`src/shared/eeprom_host_pkg.sv`:
```
// How it works
// - Every byte of one page load carries the same page number.
// - Output enable stays high while strobe and select are both low.
// - After the command sequence one to 128 bytes may be loaded.
// - The command writes (three to lock, six to unlock) use the fixed low fifteen address bits.
// - Next byte is latched within 150 us of the previous one.
// - Completion is seen when the toggle line stops changing or when the program time runs out.
// - Polling reads keep one constant address.
// - Lock is set by three and cleared by six command writes, none of them stored.
`default_nettype none
package eeprom_host_pkg;
	// ==========================================================
	// Pin timing and figures
	localparam int CLK_MHZ = 100;
	localparam int PULSE_NS = 100;
	localparam int PULSE_CYC = (PULSE_NS * CLK_MHZ + 999) / 1000;
	localparam int GAP_NS = 150;
	localparam int GAP_CYC = (GAP_NS * CLK_MHZ + 999) / 1000;
	localparam int BYTE_WINDOW_US = 150;
	localparam int BYTE_WINDOW_CYC = BYTE_WINDOW_US * CLK_MHZ;
	localparam int PROGRAM_MS = 10;
	localparam int PROGRAM_CYC = PROGRAM_MS * 1000 * CLK_MHZ;
	localparam int READ_NS = 250;
	localparam int READ_CYC = (READ_NS * CLK_MHZ + 999) / 1000;
	localparam int PAGE_BYTES = 128;
	localparam int PAGE_LSB = 7;
	localparam int ADDR_W = 17;
	// Command sequence addresses and data
	localparam logic [14:0] CMD_ADDR0 = 15'h5555;
	localparam logic [14:0] CMD_ADDR1 = 15'h2aaa;
	localparam logic [7:0] CMD_DATA0 = 8'haa;
	localparam logic [7:0] CMD_DATA1 = 8'h55;
	localparam logic [7:0] CMD_LOCK = 8'ha0;
	localparam logic [7:0] CMD_UNLOCK_A = 8'h80;
	localparam logic [7:0] CMD_UNLOCK_B = 8'h20;
	localparam int INV_BIT = 7;
	localparam int TOG_BIT = 6;
	// ==========================================================
	// Request kinds
	typedef enum logic [1:0] {
		OP_WRITE,
		OP_LOCK,
		OP_UNLOCK,
		OP_READ
	} op_e;
	typedef struct packed {
		op_e op;
		logic [ADDR_W-1:0] addr;
		logic [6:0] count;
	} req_s;
	typedef struct packed {
		logic ce_n;
		logic oe_n;
		logic we_n;
		logic [ADDR_W-1:0] addr;
	} bus_s;
endpackage
`default_nettype wire

```
`src/logic/page_buffer.sv`:
```
`default_nettype none
module page_buffer #(
	parameter int DEPTH = 128,
	parameter int AW = 7
) (
	input wire logic clk_sys,
	input wire logic wr_en,
	input wire logic [AW-1:0] wr_addr,
	input wire logic [7:0] wr_data,
	input wire logic [AW-1:0] rd_addr,
	output logic [7:0] rd_data
);
	logic [7:0] mem [DEPTH];
	always_ff @(posedge clk_sys) begin
		if (wr_en) begin
			mem[wr_addr] <= wr_data;
		end
		rd_data <= mem[rd_addr];
	end
endmodule
`default_nettype wire

```
`src/logic/eeprom_host.sv`:
```
`default_nettype none
module eeprom_host
	import eeprom_host_pkg::*;
#(
	parameter int WINDOW_CYC = BYTE_WINDOW_CYC,
	parameter int PROG_CYC = PROGRAM_CYC
) (
	input wire logic clk_sys,
	input wire logic rst,
	// User side: page image loaded first, then a request
	input wire logic fill_valid,
	input wire logic [6:0] fill_index,
	input wire logic [7:0] fill_data,
	input wire logic req_valid,
	output logic req_ready,
	input wire eeprom_host_pkg::req_s req,
	output logic done,
	output logic [7:0] rd_data,
	output logic timeout,
	// Device pins
	output eeprom_host_pkg::bus_s bus,
	output logic [7:0] dq_out,
	output logic dq_oe,
	input wire logic [7:0] dq_in
);
	import eeprom_host_pkg::*;

	// ==========================================================
	// Sequencer states
	typedef enum logic [3:0] {
		S_IDLE, S_SETUP, S_PULSE, S_GAP, S_NEXT, S_RSET, S_RWAIT,
		S_RCAP, S_POLL, S_DONE
	} state_e;

	state_e state_r, state_nxt;
	req_s req_r;
	bus_s bus_r;
	logic [7:0] dq_r;
	logic dq_oe_r;
	logic [2:0] step_r;
	logic [7:0] idx_r;
	logic [31:0] cnt_r;
	logic [31:0] age_r;
	logic [7:0] s1_r, s2_r;
	logic [7:0] last_r;
	logic have_last_r;
	logic [7:0] rd_r;
	logic done_r, timeout_r;
	logic [7:0] pb_data;
	logic [6:0] buf_rd_a;

	page_buffer #(.DEPTH(PAGE_BYTES), .AW(7)) u_buf (
		.clk_sys(clk_sys),
		.wr_en(fill_valid),
		.wr_addr(fill_index),
		.wr_data(fill_data),
		.rd_addr(buf_rd_a),
		.rd_data(pb_data)
	);

	// ==========================================================
	// Command table and byte selection
	wire is_read = req_r.op == OP_READ;
	wire is_lock = req_r.op == OP_LOCK;
	wire is_unlk = req_r.op == OP_UNLOCK;
	wire [2:0] cmd_len = is_unlk ? 3'd6 : (is_lock ? 3'd3 : 3'd0);
	wire in_cmd = step_r < cmd_len;
	wire [14:0] cmd_a = (step_r == 3'd1 || step_r == 3'd4) ?
		CMD_ADDR1 : CMD_ADDR0;
	wire [7:0] cmd_d =
		(step_r == 3'd0 || step_r == 3'd3) ? CMD_DATA0 :
		(step_r == 3'd1 || step_r == 3'd4) ? CMD_DATA1 :
		(step_r == 3'd2) ? (is_unlk ? CMD_UNLOCK_A : CMD_LOCK) :
		CMD_UNLOCK_B;
	// Page bits fixed from the request, only the byte offset walks
	wire [ADDR_W-1:0] page_a = {req_r.addr[ADDR_W-1:PAGE_LSB],
		7'(req_r.addr[6:0] + idx_r[6:0])};
	wire [ADDR_W-1:0] cmd_full = {2'b00, cmd_a};
	// Lock and unlock follow their sequence with the data page too
	wire [7:0] total = 8'(req_r.count) + 8'd1;
	wire more = in_cmd || (idx_r + 8'd1 < total);
	// Buffer read is registered, so it is addressed one step ahead
	assign buf_rd_a = (state_r == S_IDLE) ? 7'h00 :
		(state_r == S_NEXT && !in_cmd) ? 7'(idx_r + 8'h01) :
		idx_r[6:0];
	// Toggle line compared between two successive captures
	wire sample_fix = rd_r[TOG_BIT] == last_r[TOG_BIT];

	always_comb begin
		state_nxt = state_r;
		case (state_r)
			S_IDLE: if (req_valid) state_nxt = S_SETUP;
			S_SETUP: state_nxt = S_PULSE;
			S_PULSE: if (cnt_r == 32'(PULSE_CYC - 1)) state_nxt = S_GAP;
			S_GAP: if (cnt_r == 32'(GAP_CYC - 1))
				state_nxt = more ? S_NEXT : S_RSET;
			S_NEXT: state_nxt = S_SETUP;
			S_RSET: if (cnt_r == 32'(GAP_CYC - 1)) state_nxt = S_RWAIT;
			S_RWAIT: if (cnt_r == 32'(READ_CYC + 1)) state_nxt = S_RCAP;
			S_RCAP: state_nxt = is_read ? S_DONE : S_POLL;
			S_POLL: state_nxt = (sample_fix && have_last_r) ||
				age_r >= 32'(PROG_CYC) ? S_DONE : S_RSET;
			S_DONE: state_nxt = S_IDLE;
			default: state_nxt = S_IDLE;
		endcase
		if (is_read && state_r == S_SETUP) state_nxt = S_RSET;
	end

	// ==========================================================
	// Pin drive: output enable held high in every write phase
	always_ff @(posedge clk_sys) begin
		if (rst) begin
			state_r <= S_IDLE;
			req_r <= '0;
			bus_r <= '{ce_n: 1'b1, oe_n: 1'b1, we_n: 1'b1, addr: '0};
			dq_r <= 8'h00;
			dq_oe_r <= 1'b0;
			step_r <= 3'd0;
			idx_r <= 8'h00;
			cnt_r <= 32'h0;
			age_r <= 32'h0;
			s1_r <= 8'h00;
			s2_r <= 8'h00;
			last_r <= 8'h00;
			have_last_r <= 1'b0;
			rd_r <= 8'h00;
			done_r <= 1'b0;
			timeout_r <= 1'b0;
		end else begin
			state_r <= state_nxt;
			s1_r <= dq_in;
			s2_r <= s1_r;
			done_r <= state_nxt == S_DONE;
			cnt_r <= state_nxt == state_r ? cnt_r + 32'h1 : 32'h0;
			if (state_r != S_IDLE) age_r <= age_r + 32'h1;
			case (state_r)
				S_IDLE: if (req_valid) begin
					req_r <= req;
					step_r <= 3'd0;
					idx_r <= 8'h00;
					age_r <= 32'h0;
					timeout_r <= 1'b0;
					have_last_r <= 1'b0;
				end
				S_SETUP: if (!is_read) begin
					bus_r.addr <= in_cmd ? cmd_full : page_a;
					dq_r <= in_cmd ? cmd_d : pb_data;
					dq_oe_r <= 1'b1;
					bus_r.oe_n <= 1'b1;
					bus_r.ce_n <= 1'b0;
					bus_r.we_n <= 1'b0;
				end else begin
					bus_r.addr <= req_r.addr;
				end
				S_PULSE: if (cnt_r == 32'(PULSE_CYC - 1)) begin
					bus_r.we_n <= 1'b1;
					bus_r.ce_n <= 1'b1;
				end
				S_GAP: if (cnt_r == 32'(GAP_CYC - 1)) begin
					dq_oe_r <= 1'b0;
					age_r <= 32'h0;
				end
				// Bytes go out far inside the load window
				S_NEXT: begin
					if (in_cmd) step_r <= step_r + 3'd1;
					else idx_r <= idx_r + 8'd1;
				end
				// Poll address is the last byte and never moves
				// Select and output enable rest high before each read
				S_RSET: if (cnt_r == 32'(GAP_CYC - 1)) begin
					if (!is_read) bus_r.addr <= page_a;
					bus_r.ce_n <= 1'b0;
					bus_r.oe_n <= 1'b0;
				end
				S_RCAP: begin
					bus_r.ce_n <= 1'b1;
					bus_r.oe_n <= 1'b1;
					rd_r <= s2_r;
					last_r <= rd_r;
				end
				S_POLL: begin
					have_last_r <= 1'b1;
					if (age_r >= 32'(PROG_CYC)) timeout_r <= 1'b1;
				end
				default: ;
			endcase
		end
	end

	assign req_ready = state_r == S_IDLE;
	assign bus = bus_r;
	assign dq_out = dq_r;
	assign dq_oe = dq_oe_r;
	assign done = done_r;
	assign rd_data = rd_r;
	assign timeout = timeout_r;
endmodule
`default_nettype wire

```
`config.mk`:
```
export PLATFORM = sky130hd
export DESIGN_NAME = eeprom_host
export DESIGN_NICKNAME = d
export VERILOG_FILES = /design/src/shared/eeprom_host_pkg.sv /design/src/logic/page_buffer.sv /design/src/logic/eeprom_host.sv
export SDC_FILE = /design/constraint.sdc
export NUM_CORES = 1
export LEC_CHECK = 0
export BUFFER_PORTS_ARGS = -buffer_cell sky130_fd_sc_hd__buf_4
export CAP_MARGIN = 10
export CORE_ASPECT_RATIO = 1.5
export CORE_MARGIN = 3
export CORE_UTILIZATION = 41
export DETAILED_ROUTE_END_ITERATION = 10
export PLACE_DENSITY_LB_ADDON = 0.05
export SLEW_MARGIN = 20
export SYNTH_ARGS = -nofsm -noshare
export SYNTH_HDL_FRONTEND = slang
export SYNTH_SLANG_ARGS = --single-unit
```
`constraint.sdc`:
```
create_clock -name clk_sys -period 4.3 [get_ports clk_sys]
set_input_delay 0.43 -clock clk_sys [delete_from_list [all_inputs] [get_ports clk_sys]]
set_output_delay 0.43 -clock clk_sys [all_outputs]
set_load 0.1 [all_outputs]
```
# Word level (Yosys, flattened, before mapping)
# Memories as Yosys holds them, arrays and structs flattened. A register that Yosys moved wholly into a read port is not among the register bits.
# Index checks and enable logic that the tools add are counted.
# Widths: inputs -> output; s select.
[totals]
ramBits = 1024
latchBits = 0
word_cells = 143
romBits = 0
mem_count = 1
register_bits = 168
input_bits = 53
[mem_list]
columns = ["name", "words", "word_bits", "read_ports", "rd_ports_with_merged_regs", "wr", "line", "text"]
rows = [
  ["u_buf.mem", 128, 8, 1, 1, 1, "page_buffer.sv:13", "logic [7:0] mem [DEPTH];"],
]
[classes]
addsub = 6
n_bitwise = 2
mux = 50
mul = 0
n_lt_le_gt_ge = 3
n_reduce_logical = 30
n_eq_ne = 30
shift = 0
div = 0
[op_table]
columns = ["cell", "count"]
rows = [
  ["$mux 32", 3],
  ["$mux 17", 4],
  ["$add 32x1->32 const B", 2],
  ["$eq 32x4->1 const B", 2],
  ["$pmux 32 s2", 1],
  ["$mux 8", 6],
  ["$pmux 4 s9", 1],
  ["$pmux 17 s2", 1],
  ["$eq 32x5->1 const B", 1],
  ["$ge 32x20->1 const B", 1],
  ["$mux 4", 7],
  ["$reduce_and 3->1", 7],
  ["$ne 2x2->1 const B", 9],
  ["$eq 4x3->1 const B", 4],
  ["$pmux 8 s2", 1],
  ["$mux 15", 1],
  ["$mux 7", 2],
  ["$mux 3", 4],
  ["$reduce_bool 2->1", 5],
  ["$mux 1", 9],
  ["$add 7x1->8 const B", 1],
  ["$add 8x1->8 const B", 1],
  ["$eq 4x2->1 const B", 2],
  ["$eq 4x4->1 const B", 2],
  ["other kinds (29)", 44],
]

# Logic depth before layout (Yosys ltp)
# Gate-level depths: netlist of the first run.
[logic_depth]
depth_word = 12
mapped_depth = 20

# By module
# A second synthesis of the first run with hierarchy kept.
[unflattened]
cells_unflattened = 2605
area_unflattened_um2 = 47631.9
[modules_own_cells]
columns = ["mod", "instances", "area_each_um2", "cells_per_inst"]
rows = [
  ["page_buffer", 1, 39665.5, 1635],
  ["eeprom_host", 1, 7966.4, 970],
]

# Worst setup path before layout of the first run
# OpenSTA, ideal clock, no wires.
[synth_timing]
kind = "reg2reg"
start = "register req_r[24] in the netlist's numbering"
end = "register u_buf.rd_data[5], read port of u_buf.mem"
path_slack_ps = 1023
setup_time_ps = 116
stages_incl_launch_ff = 18
arrival_ps = 3162
synth_period_minus_slack_ps = 3277
path_cell_list = "dfxtp_1 > inv_1 > ha_1 > inv_1 > ha_1 > a21o_1 > a31oi_1 > buf_2 > nor2_1 > a22oi_1 > buf_2 > clkbuf_1 > clkbuf_1 > nand3_1 > a31oi_1 > nand3_1 > o311a_1 > and3_1"
[synth_between]
elab_chain_cells = 8
elab_cells_between_ends = 9
cone_classes = "1 x order compare; 2 x eq/ne; 4 x mux; 2 x reduce/logical"
[synth_lines]
columns = ["item", "line", "text"]
rows = [
  ["from (decl)", "eeprom_host.sv:36", "req_s req_r;"],
  ["from (signal assigned)", "eeprom_host.sv:138", "req_r <= req;"],
  ["$eq 2x1->1", "eeprom_host.sv:64", "wire is_lock = req_r.op == OP_LOCK;"],
  ["$mux 2", "eeprom_host.sv:66", "wire [2:0] cmd_len = is_unlk ? 3'd6 : (is_lock ? 3'd3 : 3'd0);"],
  ["$mux 3 *", "eeprom_host.sv:66", ""],
  ["$lt 3x3->1 *", "eeprom_host.sv:67", "wire in_cmd = step_r < cmd_len;"],
  ["$logic_not 1->1 *", "eeprom_host.sv:84", "(state_r == S_NEXT && !in_cmd) ? 7'(idx_r + 8'h01) :"],
  ["$logic_and 1x1->1 *", "eeprom_host.sv:84", ""],
  ["$mux 7 *", "eeprom_host.sv:84", ""],
  ["$mux 7 *", "eeprom_host.sv:83", "assign buf_rd_a = (state_r == S_IDLE) ? 7'h00 :"],
  ["to (decl)", "page_buffer.sv:11", "output logic [7:0] rd_data"],
]
# Every way passes the cells marked *; elsewhere a longest branch is shown, timed or not.
# A chain may end at the register's enable or synchronous reset.

# Worst setup path after layout of the first run
[layout_timing]
start = "register req_r[24] in the netlist's numbering"
end = "register u_buf.rd_data[4], read port of u_buf.mem"
# The elaborated chain is that of the path after synthesis.

==> results of run 1 <==
## logic make-up (layout without fill, tap and decap cells)
kind of cell | count (synthesis) | in the layout | share of synthesized area (%)
xor gates and xnor gates | 51 | 51 | 0.9191
and+or+nand+nor | 1697 | 1697 | 15.41
muxes | 96 | 96 | 2.860
other | 0 | 5 | 0
AOI/OAI and AO/OA | 524 | 524 | 7.332
adders and majority gates | 31 | 31 | 0.8136
DFF | 1194 | 1194 | 70.27
buffers and inverters | 264 | 540 | 2.392
## worst max-delay path, stage by stage (launching register included)
cell and delay [ps]:
dfxtp_1 380, inv_1 60, ha_1 210, inv_1 70, ha_1 270, a21o_1 220, a31oi_2 250, or3_2 300
and2_4 250, buf_12 230, buf_4 180, mux4_2 480, a22oi_1 420, nand3_1 240, o311a_1 160, buf_4 160
and3_1 150
## sequential cells by signal (all words and copies together), names as in the netlist, 10 cells and up
name / cells
u_buf.mem: 1024
age_r: 32
cnt_r: 32
bus: 20
req_r: 16
page_a: 10
## cell usage after synthesis, drive strengths merged (10+ instances only)
library cell	instances
edfxtp	1024
nand4	62
nor2b	25
a31oi	77
nor3	32
o22ai	10
dfxtp	170
mux2i	59
a221o	15
a22oi	29
a2111oi	25
a211oi	76
mux4	34
clkbuf	138
ha	30
a311oi	29
nor4	15
o21ai	70
nand3	307
xnor2	27
nand2	810
buf	100
xor2	24
or3	11
and2	14
a21oi	112
and3	87
inv	26
a32oi	29
nor2	299
## metal layers
layer | part of all wire [%] | vias to the layer above
met5 | 0 | -
met4 | 3.4 | 0
met3 | 3.8 | 223
met2 | 52 | 764
met1 | 40 | 16110
li1 | - | 14682
## final cells by class
class,instances,area (µm²),share of cell area (%)
diodes,5,12.51,0.02220
clock buffers,142,3075,5.456
clock inverters,79,1054,1.869
inverters,26,97.59,0.1731
multi-input cells,2399,13400,23.77
flip-flops and latches,1194,34150,60.59
well taps,1560,1952,3.463
repair buffers,293,2625,4.657
## final timing paths
path	slack [ps]	start	cells past startpoint	endpoint
hold reg to reg	440	s1_r[1]	1	s2_r[1]
setup / recovery	120	req_r[24]	16	u_buf.rd_data[4]
setup reg to reg	120	req_r[24]	16	u_buf.rd_data[4]
hold / removal	180	fill_data[5]	1	u_buf.mem[80][5]
## report_power, final
group	switching, W	leakage [nW]	internal, W	total [W]
clock	0.00454	1.99	0.00649	0.0110
combinational	0.000838	6.57	0.000263	0.00110
sequential	0.0000588	10.6	0.0127	0.0127
total	0.00544	19.2	0.0194	0.0248
## cell usage in the layout (no fill, tap or decap), types with 17 or more instances in the layout
cell type         n
a2111oi_0        23
a211oi_1         75
a21oi_1         112
a22oi_1          27
a311oi_1         29
a31oi_1          75
a32oi_1          29
and3_1           87
buf_12           25
buf_4           231
bufinv_16        23
clkbuf_1         19
clkbuf_16       118
clkinv_1         17
clkinv_2         20
dfxtp_1         170
dlygate4sd3_1    34
edfxtp_1       1024
ha_1             30
inv_1            26
mux2i_1          59
mux4_2           34
nand2_1         805
nand3_1         307
nand4_1          62
nor2_1          288
nor2b_1          25
nor3_1           30
o21ai_0          68
xnor2_1          27
xor2_1           24
## metrics by stage
step           std cells  instance area (µm²)  util, %  hold slack (ps)  total power [W]
2_1_floorplan       3857                48600        -            413.8          0.01353
3_3_place_gp        5437                51820    44.09            417.2          0.01404
3_5_place_dp        5437                51820    44.09            423.1          0.01405
4_1_cts             5692                56290    47.89            131.8          0.02508
5_1_grt             5697                56360    47.95            176.0          0.02558
6_report            5698                56360    47.95            181.0          0.02485
## what timing repair did
item	4_1_cts	5_1_grt
gates resized for setup	0	7
hold buffers	34	0
endpoints found under the hold margin	34	0
setup endpoints to repair	0	6
==> summary.md, run 1 <==
| Metric | Value |
|---|---|
| Area leader, netlist | `edfxtp_1` |
| Htree depth | `3` |
| Initial antenna violation count | `6` |
| Rel. slew slack | `between 20% and 30%` |
| Final setup viols | `0` |
| Arr. time, crit path | `4800 ps` |
| Pins Over Slew Limit | `0` |
| DR WL/cell | `25.56 µm` |
| CTS Buffer Depth | `3` |
| Max-cap violation count | `0` |
| Final worst slack | `121.1 ps` |
| Die H | `427.7 µm` |
| Routed Wire Length | `145600 µm` |
| Share of layout cells above drive strength 1 | `12.48%` |
| Sequential-to-total area share from yosys stat | `70.27%` |
| Die Wd | `287.1 µm` |
| Mapped Cells | `3857` |
| Unrepaired setup endpoints after global routing | `false` |
| IO Port Bufs | `92` |
| First-iteration detailed-routing DRC count | `about 2500` |
| Pleak | `19.16 nW` |
| Worst path required time | `4920 ps` |
| Drt drc | `0` |
| Fillcell total | `10514` |
| CP startpoint kind | `flop` |
| Skew-Pair Late Insertion Delay | `740 ps` |
| Fin nets | `between 4000 and 5000` |
| Worst-Margin Slew | `1127 ps` |
| Routed Antenna Nets | `0` |
| Grt total ovfl | `0` |
| Syn Nets | `3941` |
| Power per cell area | `approximately 440 nW/µm²` |
| Top cell type's share of synthesized area | `a little over three fifths` |
| Postcts setup bufs | `0` |
| Synthesized flop and latch total | `1194` |
| Peak Freq | `239.3 MHz` |
| Most used flip-flop cell after synthesis | `edfxtp_1` |
| Setup tns final | `0 ps` |
| Fraction of registers with async set/reset | `0%` |
| Core area | `around 120000 µm²` |
| Clock root cell | `clkbuf_16` |
| CP Capture Type | `flop` |
| Gr usage total | `23.51%` |
| Final Critical Period | `4179 ps` |
| DP Worst Slack | `between 30 and 40 ps` |
| Grt met2 use | `42.88%` |
| Synth cell types | `between 70 and 80` |
| Starting density of the core | `41.35%` |
| Fin. Hold Viols | `0` |
| DR vias | `between 30000 and 40000` |
| Area Growth Syn to Fin | `15.98%` |
| Syn Std Cell Area | `48600 µm²` |
| Pre-antenna DRT Iters | `6` |
| Hold Crit Class | `input port to flop` |
| Kind of critical path | `flop to flop` |
| Clock transition at the registers of the reported paths | `60 ps` |
| Vias in the first global route | `32100` |
| IO Pins | `93` |
| GP Congestion | `between 0.8 and 0.9` |
| Syn Area/Cell | `12.60 µm²` |
| Std-Cell Rows | `154` |
| Crit share post-route | `97.18%` |
| CTS Buf Count | `117` |
| GR peak layer | `met2` |
| Clk_skew | `29.52 ps` |
| Met1 usage in global routing | `28.65%` |
| Worst-path fanout max | `28` |
| CTS tree | `yes` |
| Post-synth EDFFs | `1024` |
| Die area | `122800 µm²` |
| Synth area leaders | `edfxtp_1 (63%), dfxtp_1 (7.0%), nand2_1 (6.2%)` |
| Status | `complete, no violations` |
| Max rail drop VDD | `342.4 µV` |
| Vias per cell | `between 5 and 6` |
| Global-route met3 utilization | `2.366%` |
| First-pass GRT wire length | `about 210000 µm` |
| # clock sinks | `1194` |
| Yosys warns | `0` |
| DP HPWL | `about 94000 µm` |
| Largest net degree at the start of global routing | `129` |
No activity file was read; power rests on OpenSTA's default activity.
==> run 2: changes to the inputs <==
--- a/config.mk
+++ b/config.mk
@@ -12,6 +12,7 @@
 export CORE_UTILIZATION = 41
 export DETAILED_ROUTE_END_ITERATION = 10
 export PLACE_DENSITY_LB_ADDON = 0.05
+export SETUP_SLACK_MARGIN = 0.15
 export SLEW_MARGIN = 20
 export SYNTH_ARGS = -nofsm -noshare
 export SYNTH_HDL_FRONTEND = slang
==> summary.md, run 2 (same netlist as run 1, synthesis figures left out) <==
| Metric | Value |
|---|---|
| Leading cell type in the layout, fill and taps excluded | `edfxtp_1 (unchanged)` |
| First-pass GRT wire length | `213800 µm (about the same)` |
| Final setup viols | `0 (unchanged)` |
| Fin area | `56530 µm² (was 56360 µm²)` |
| IO Port Bufs | `92 (unchanged)` |
| DR vias | `31868 (was 31779)` |
| Peak Freq | `245.6 MHz (was 239.3 MHz)` |
| Rel. slew slack | `21.81% (was 24.59%)` |
| Kind of critical path | `flop to flop (unchanged)` |
| WHS | `183.3 ps (was 181.0 ps)` |
| Starting density of the core | `41.35% (unchanged)` |
| CP startpoint kind | `flop (unchanged)` |
| Clock transition at the registers of the reported paths | `60 ps (about the same)` |
| Max FFs per register | `1024 (unchanged)` |
| Grt total ovfl | `0 (unchanged)` |
| CP Launch Point | `req_r[24] (unchanged)` |
| CTS tree | `yes (unchanged)` |
| Max rail drop VDD | `343.4 µV (was 342.4 µV)` |
| Psw | `0.005431 W (was 0.005440 W)` |
| IO Pins | `93 (unchanged)` |
| Vias per cell | `5.589 (was 5.577)` |
| Final Critical Period | `4071 ps (was 4179 ps)` |
| Routed Wire Length | `146400 µm (was 145600 µm)` |
| Dpl cell area | `51820 µm² (unchanged)` |
| Hold Crit Class | `input port to flop (unchanged)` |
| Status | `complete, no violations (unchanged)` |
| Power share of the combinational group | `4.4% (about the same)` |
| CTS Buffer Depth | `3 (unchanged)` |
| Pre-antenna DRT Iters | `7 (was 6)` |
| DP HPWL | `93800 µm (unchanged)` |
| Fin nets | `4119 (was 4115)` |
| Core area | `117500 µm² (unchanged)` |
| Fillcell total | `10504 (was 10514)` |
| Max-cap violation count | `0 (unchanged)` |
| Switching Fraction | `21.87% (was 21.90%)` |
| Std-Cell Rows | `154 (unchanged)` |
| DP Worst Slack | `31.32 ps (unchanged)` |
| Worst-path fanout max | `28 (unchanged)` |
| First-iteration detailed-routing DRC count | `2464 (was 2492)` |
| Skew-Pair Late Insertion Delay | `740 ps (about the same)` |
| Routed Antenna Nets | `0 (unchanged)` |
| Most flops, register | `u_buf.mem (unchanged)` |
| CP Capture Type | `flop (unchanged)` |
| Clk_skew | `28.83 ps (was 29.52 ps)` |
| Arr. time, crit path | `4690 ps (was 4800 ps)` |
| Final worst slack | `228.8 ps (was 121.1 ps)` |
| CP max stage delay | `500 ps (was 480 ps)` |
| Initial antenna violation count | `6 (unchanged)` |
| Htree depth | `3 (unchanged)` |
| Largest net degree at the start of global routing | `129 (unchanged)` |
| Power per cell area | `439.4 nW/µm² (was 440.8 nW/µm²)` |
| GP Congestion | `0.8494 (unchanged)` |
| CTS Buf Count | `117 (unchanged)` |
| Crit path buf inv count | `5 (unchanged)` |
| Drt drc | `0 (unchanged)` |
| Share of layout cells above drive strength 1 | `12.79% (was 12.48%)` |
| # clock sinks | `1194 (unchanged)` |
| Hold Crit Start | `fill_data[5] (unchanged)` |
| Unrepaired setup endpoints after global routing | `true (was false)` |
| Area Growth Syn to Fin | `16.32% (was 15.98%)` |
| Reg power frac | `51.2% (about the same)` |
| Clock Power Share | `44.4% (about the same)` |
| Biggest regs | `u_buf.mem: 1024 flops, age_r: 32 flops, cnt_r: 32 flops (unchanged)` |
| Clock root cell | `clkbuf_16 (unchanged)` |
| Worst path cell trace | `inv_1, ha_1, inv_1, ha_1, a21o_1, a31oi_2, or3_4, and2_4, buf_12, buf_4, mux4_2, a22oi_2, nand3_1, o311a_1, buf_4, and3_1 (was inv_1, ha_1, inv_1, ha_1, a21o_1, a31oi_2, or3_2, and2_4, buf_12, buf_4, mux4_2, a22oi_1, nand3_1, o311a_1, buf_4, and3_1)` |
| Reg2Reg Launch Point | `req_r[24] (unchanged)` |
| Die Wd | `287.1 µm (unchanged)` |
| Setup tns final | `0 ps (unchanged)` |
| CP max-delay cell | `mux4_2 (unchanged)` |
| Worst-Margin Slew | `1169 ps (was 1127 ps)` |
| Cell family with most CP delay | `compound AO/OA/AOI/OAI gates (unchanged)` |
| Pleak | `19.21 nW (was 19.16 nW)` |
| Die area | `122800 µm² (unchanged)` |
| Pint | `0.01941 W (about the same)` |
| Die H | `427.7 µm (unchanged)` |
| Fin. Hold Viols | `0 (unchanged)` |
| Worst path required time | `4920 ps (about the same)` |
| Gr usage total | `23.51% (about the same)` |
| Most frequent cells in the layout | `edfxtp_1 (1024), nand2_1 (805), nand3_1 (307) (unchanged)` |
| Vias in the first global route | `32118 (was 32100)` |
| Pwr Total | `0.02484 W (was 0.02485 W)` |
| Pins Over Slew Limit | `0 (unchanged)` |
| Crit share post-route | `94.68% (was 97.18%)` |
| DR WL/cell | `25.68 µm (was 25.56 µm)` |
run 2: final cells by class:
class / instances / area [µm²] / area share [%]
antenna: 5 / 12.51 / 0.02213
clock buffer: 142 / 3075 / 5.440
clock inverter: 79 / 1054 / 1.864
inverter: 26 / 97.59 / 0.1726
multi-input combinational: 2399 / 13470 / 23.82
sequential: 1194 / 34150 / 60.41
tap: 1560 / 1952 / 3.453
timing repair buffer: 297 / 2720 / 4.812
run 2: stage by stage:
| step | instances | utilization, % |
|---|---|---|
| 4_1_cts | 5692 | 47.93 |
| 3_5_place_dp | 5437 | 44.09 |
| 5_1_grt | 5701 | 48.09 |
| 2_1_floorplan | 3857 | - |
| 6_report | 5702 | 48.10 |
| 3_3_place_gp | 5437 | 44.09 |
run 2: final timing paths:
check / end / slack (ps) / depth (start not counted)
worst max-delay path: u_buf.rd_data[4] / 230 / 16
worst max register to register: u_buf.rd_data[4] / 230 / 16
worst min-delay path: u_buf.mem[80][5] / 180 / 1
worst min register to register: s2_r[1] / 440 / 1
run 2: worst reg2reg max path, stage by stage, from the launching register on:
cell     delay [ps]
dfxtp_1         390
inv_1            70
ha_1            210
inv_1            70
ha_1            270
a21o_1          220
a31oi_2         260
or3_4           260
and2_4          270
buf_12          250
buf_4           220
mux4_2          500
a22oi_2         310
nand3_1         220
o311a_1         160
buf_4           160
and3_1          150
run 2: power by group through the flow:
| stage | clock (W) | combinational [W] | sequential (W) |
|---|---|---|---|
| after global placement | 0 | 0.00108 | 0.0130 |
| after global routing | 0.0117 | 0.00119 | 0.0127 |
| after floorplan | 0 | 0.000385 | 0.0131 |
| after CTS | 0.0113 | 0.00111 | 0.0127 |
| after detailed placement | 0 | 0.00108 | 0.0130 |
| final | 0.0110 | 0.00110 | 0.0127 |
run 2: routing by layer:
layer	track usage, %	wire length, µm	up-vias
met5	0	0	-
met2	42.92	77120	799
met4	8.967	4935	0
li1	-	-	14686
met3	2.371	5878	229
met1	28.60	58470	16154
run 2: repair_timing:
action                                 in CTS  in global routing
buffers inserted                            0                  2
gates cloned                                0                  2
hold buffers                               34                  0
setup endpoints to repair                   6                  8
endpoints found under the hold margin      34                  0
pin swaps                                   0                  3
gates resized for setup                    11                 18
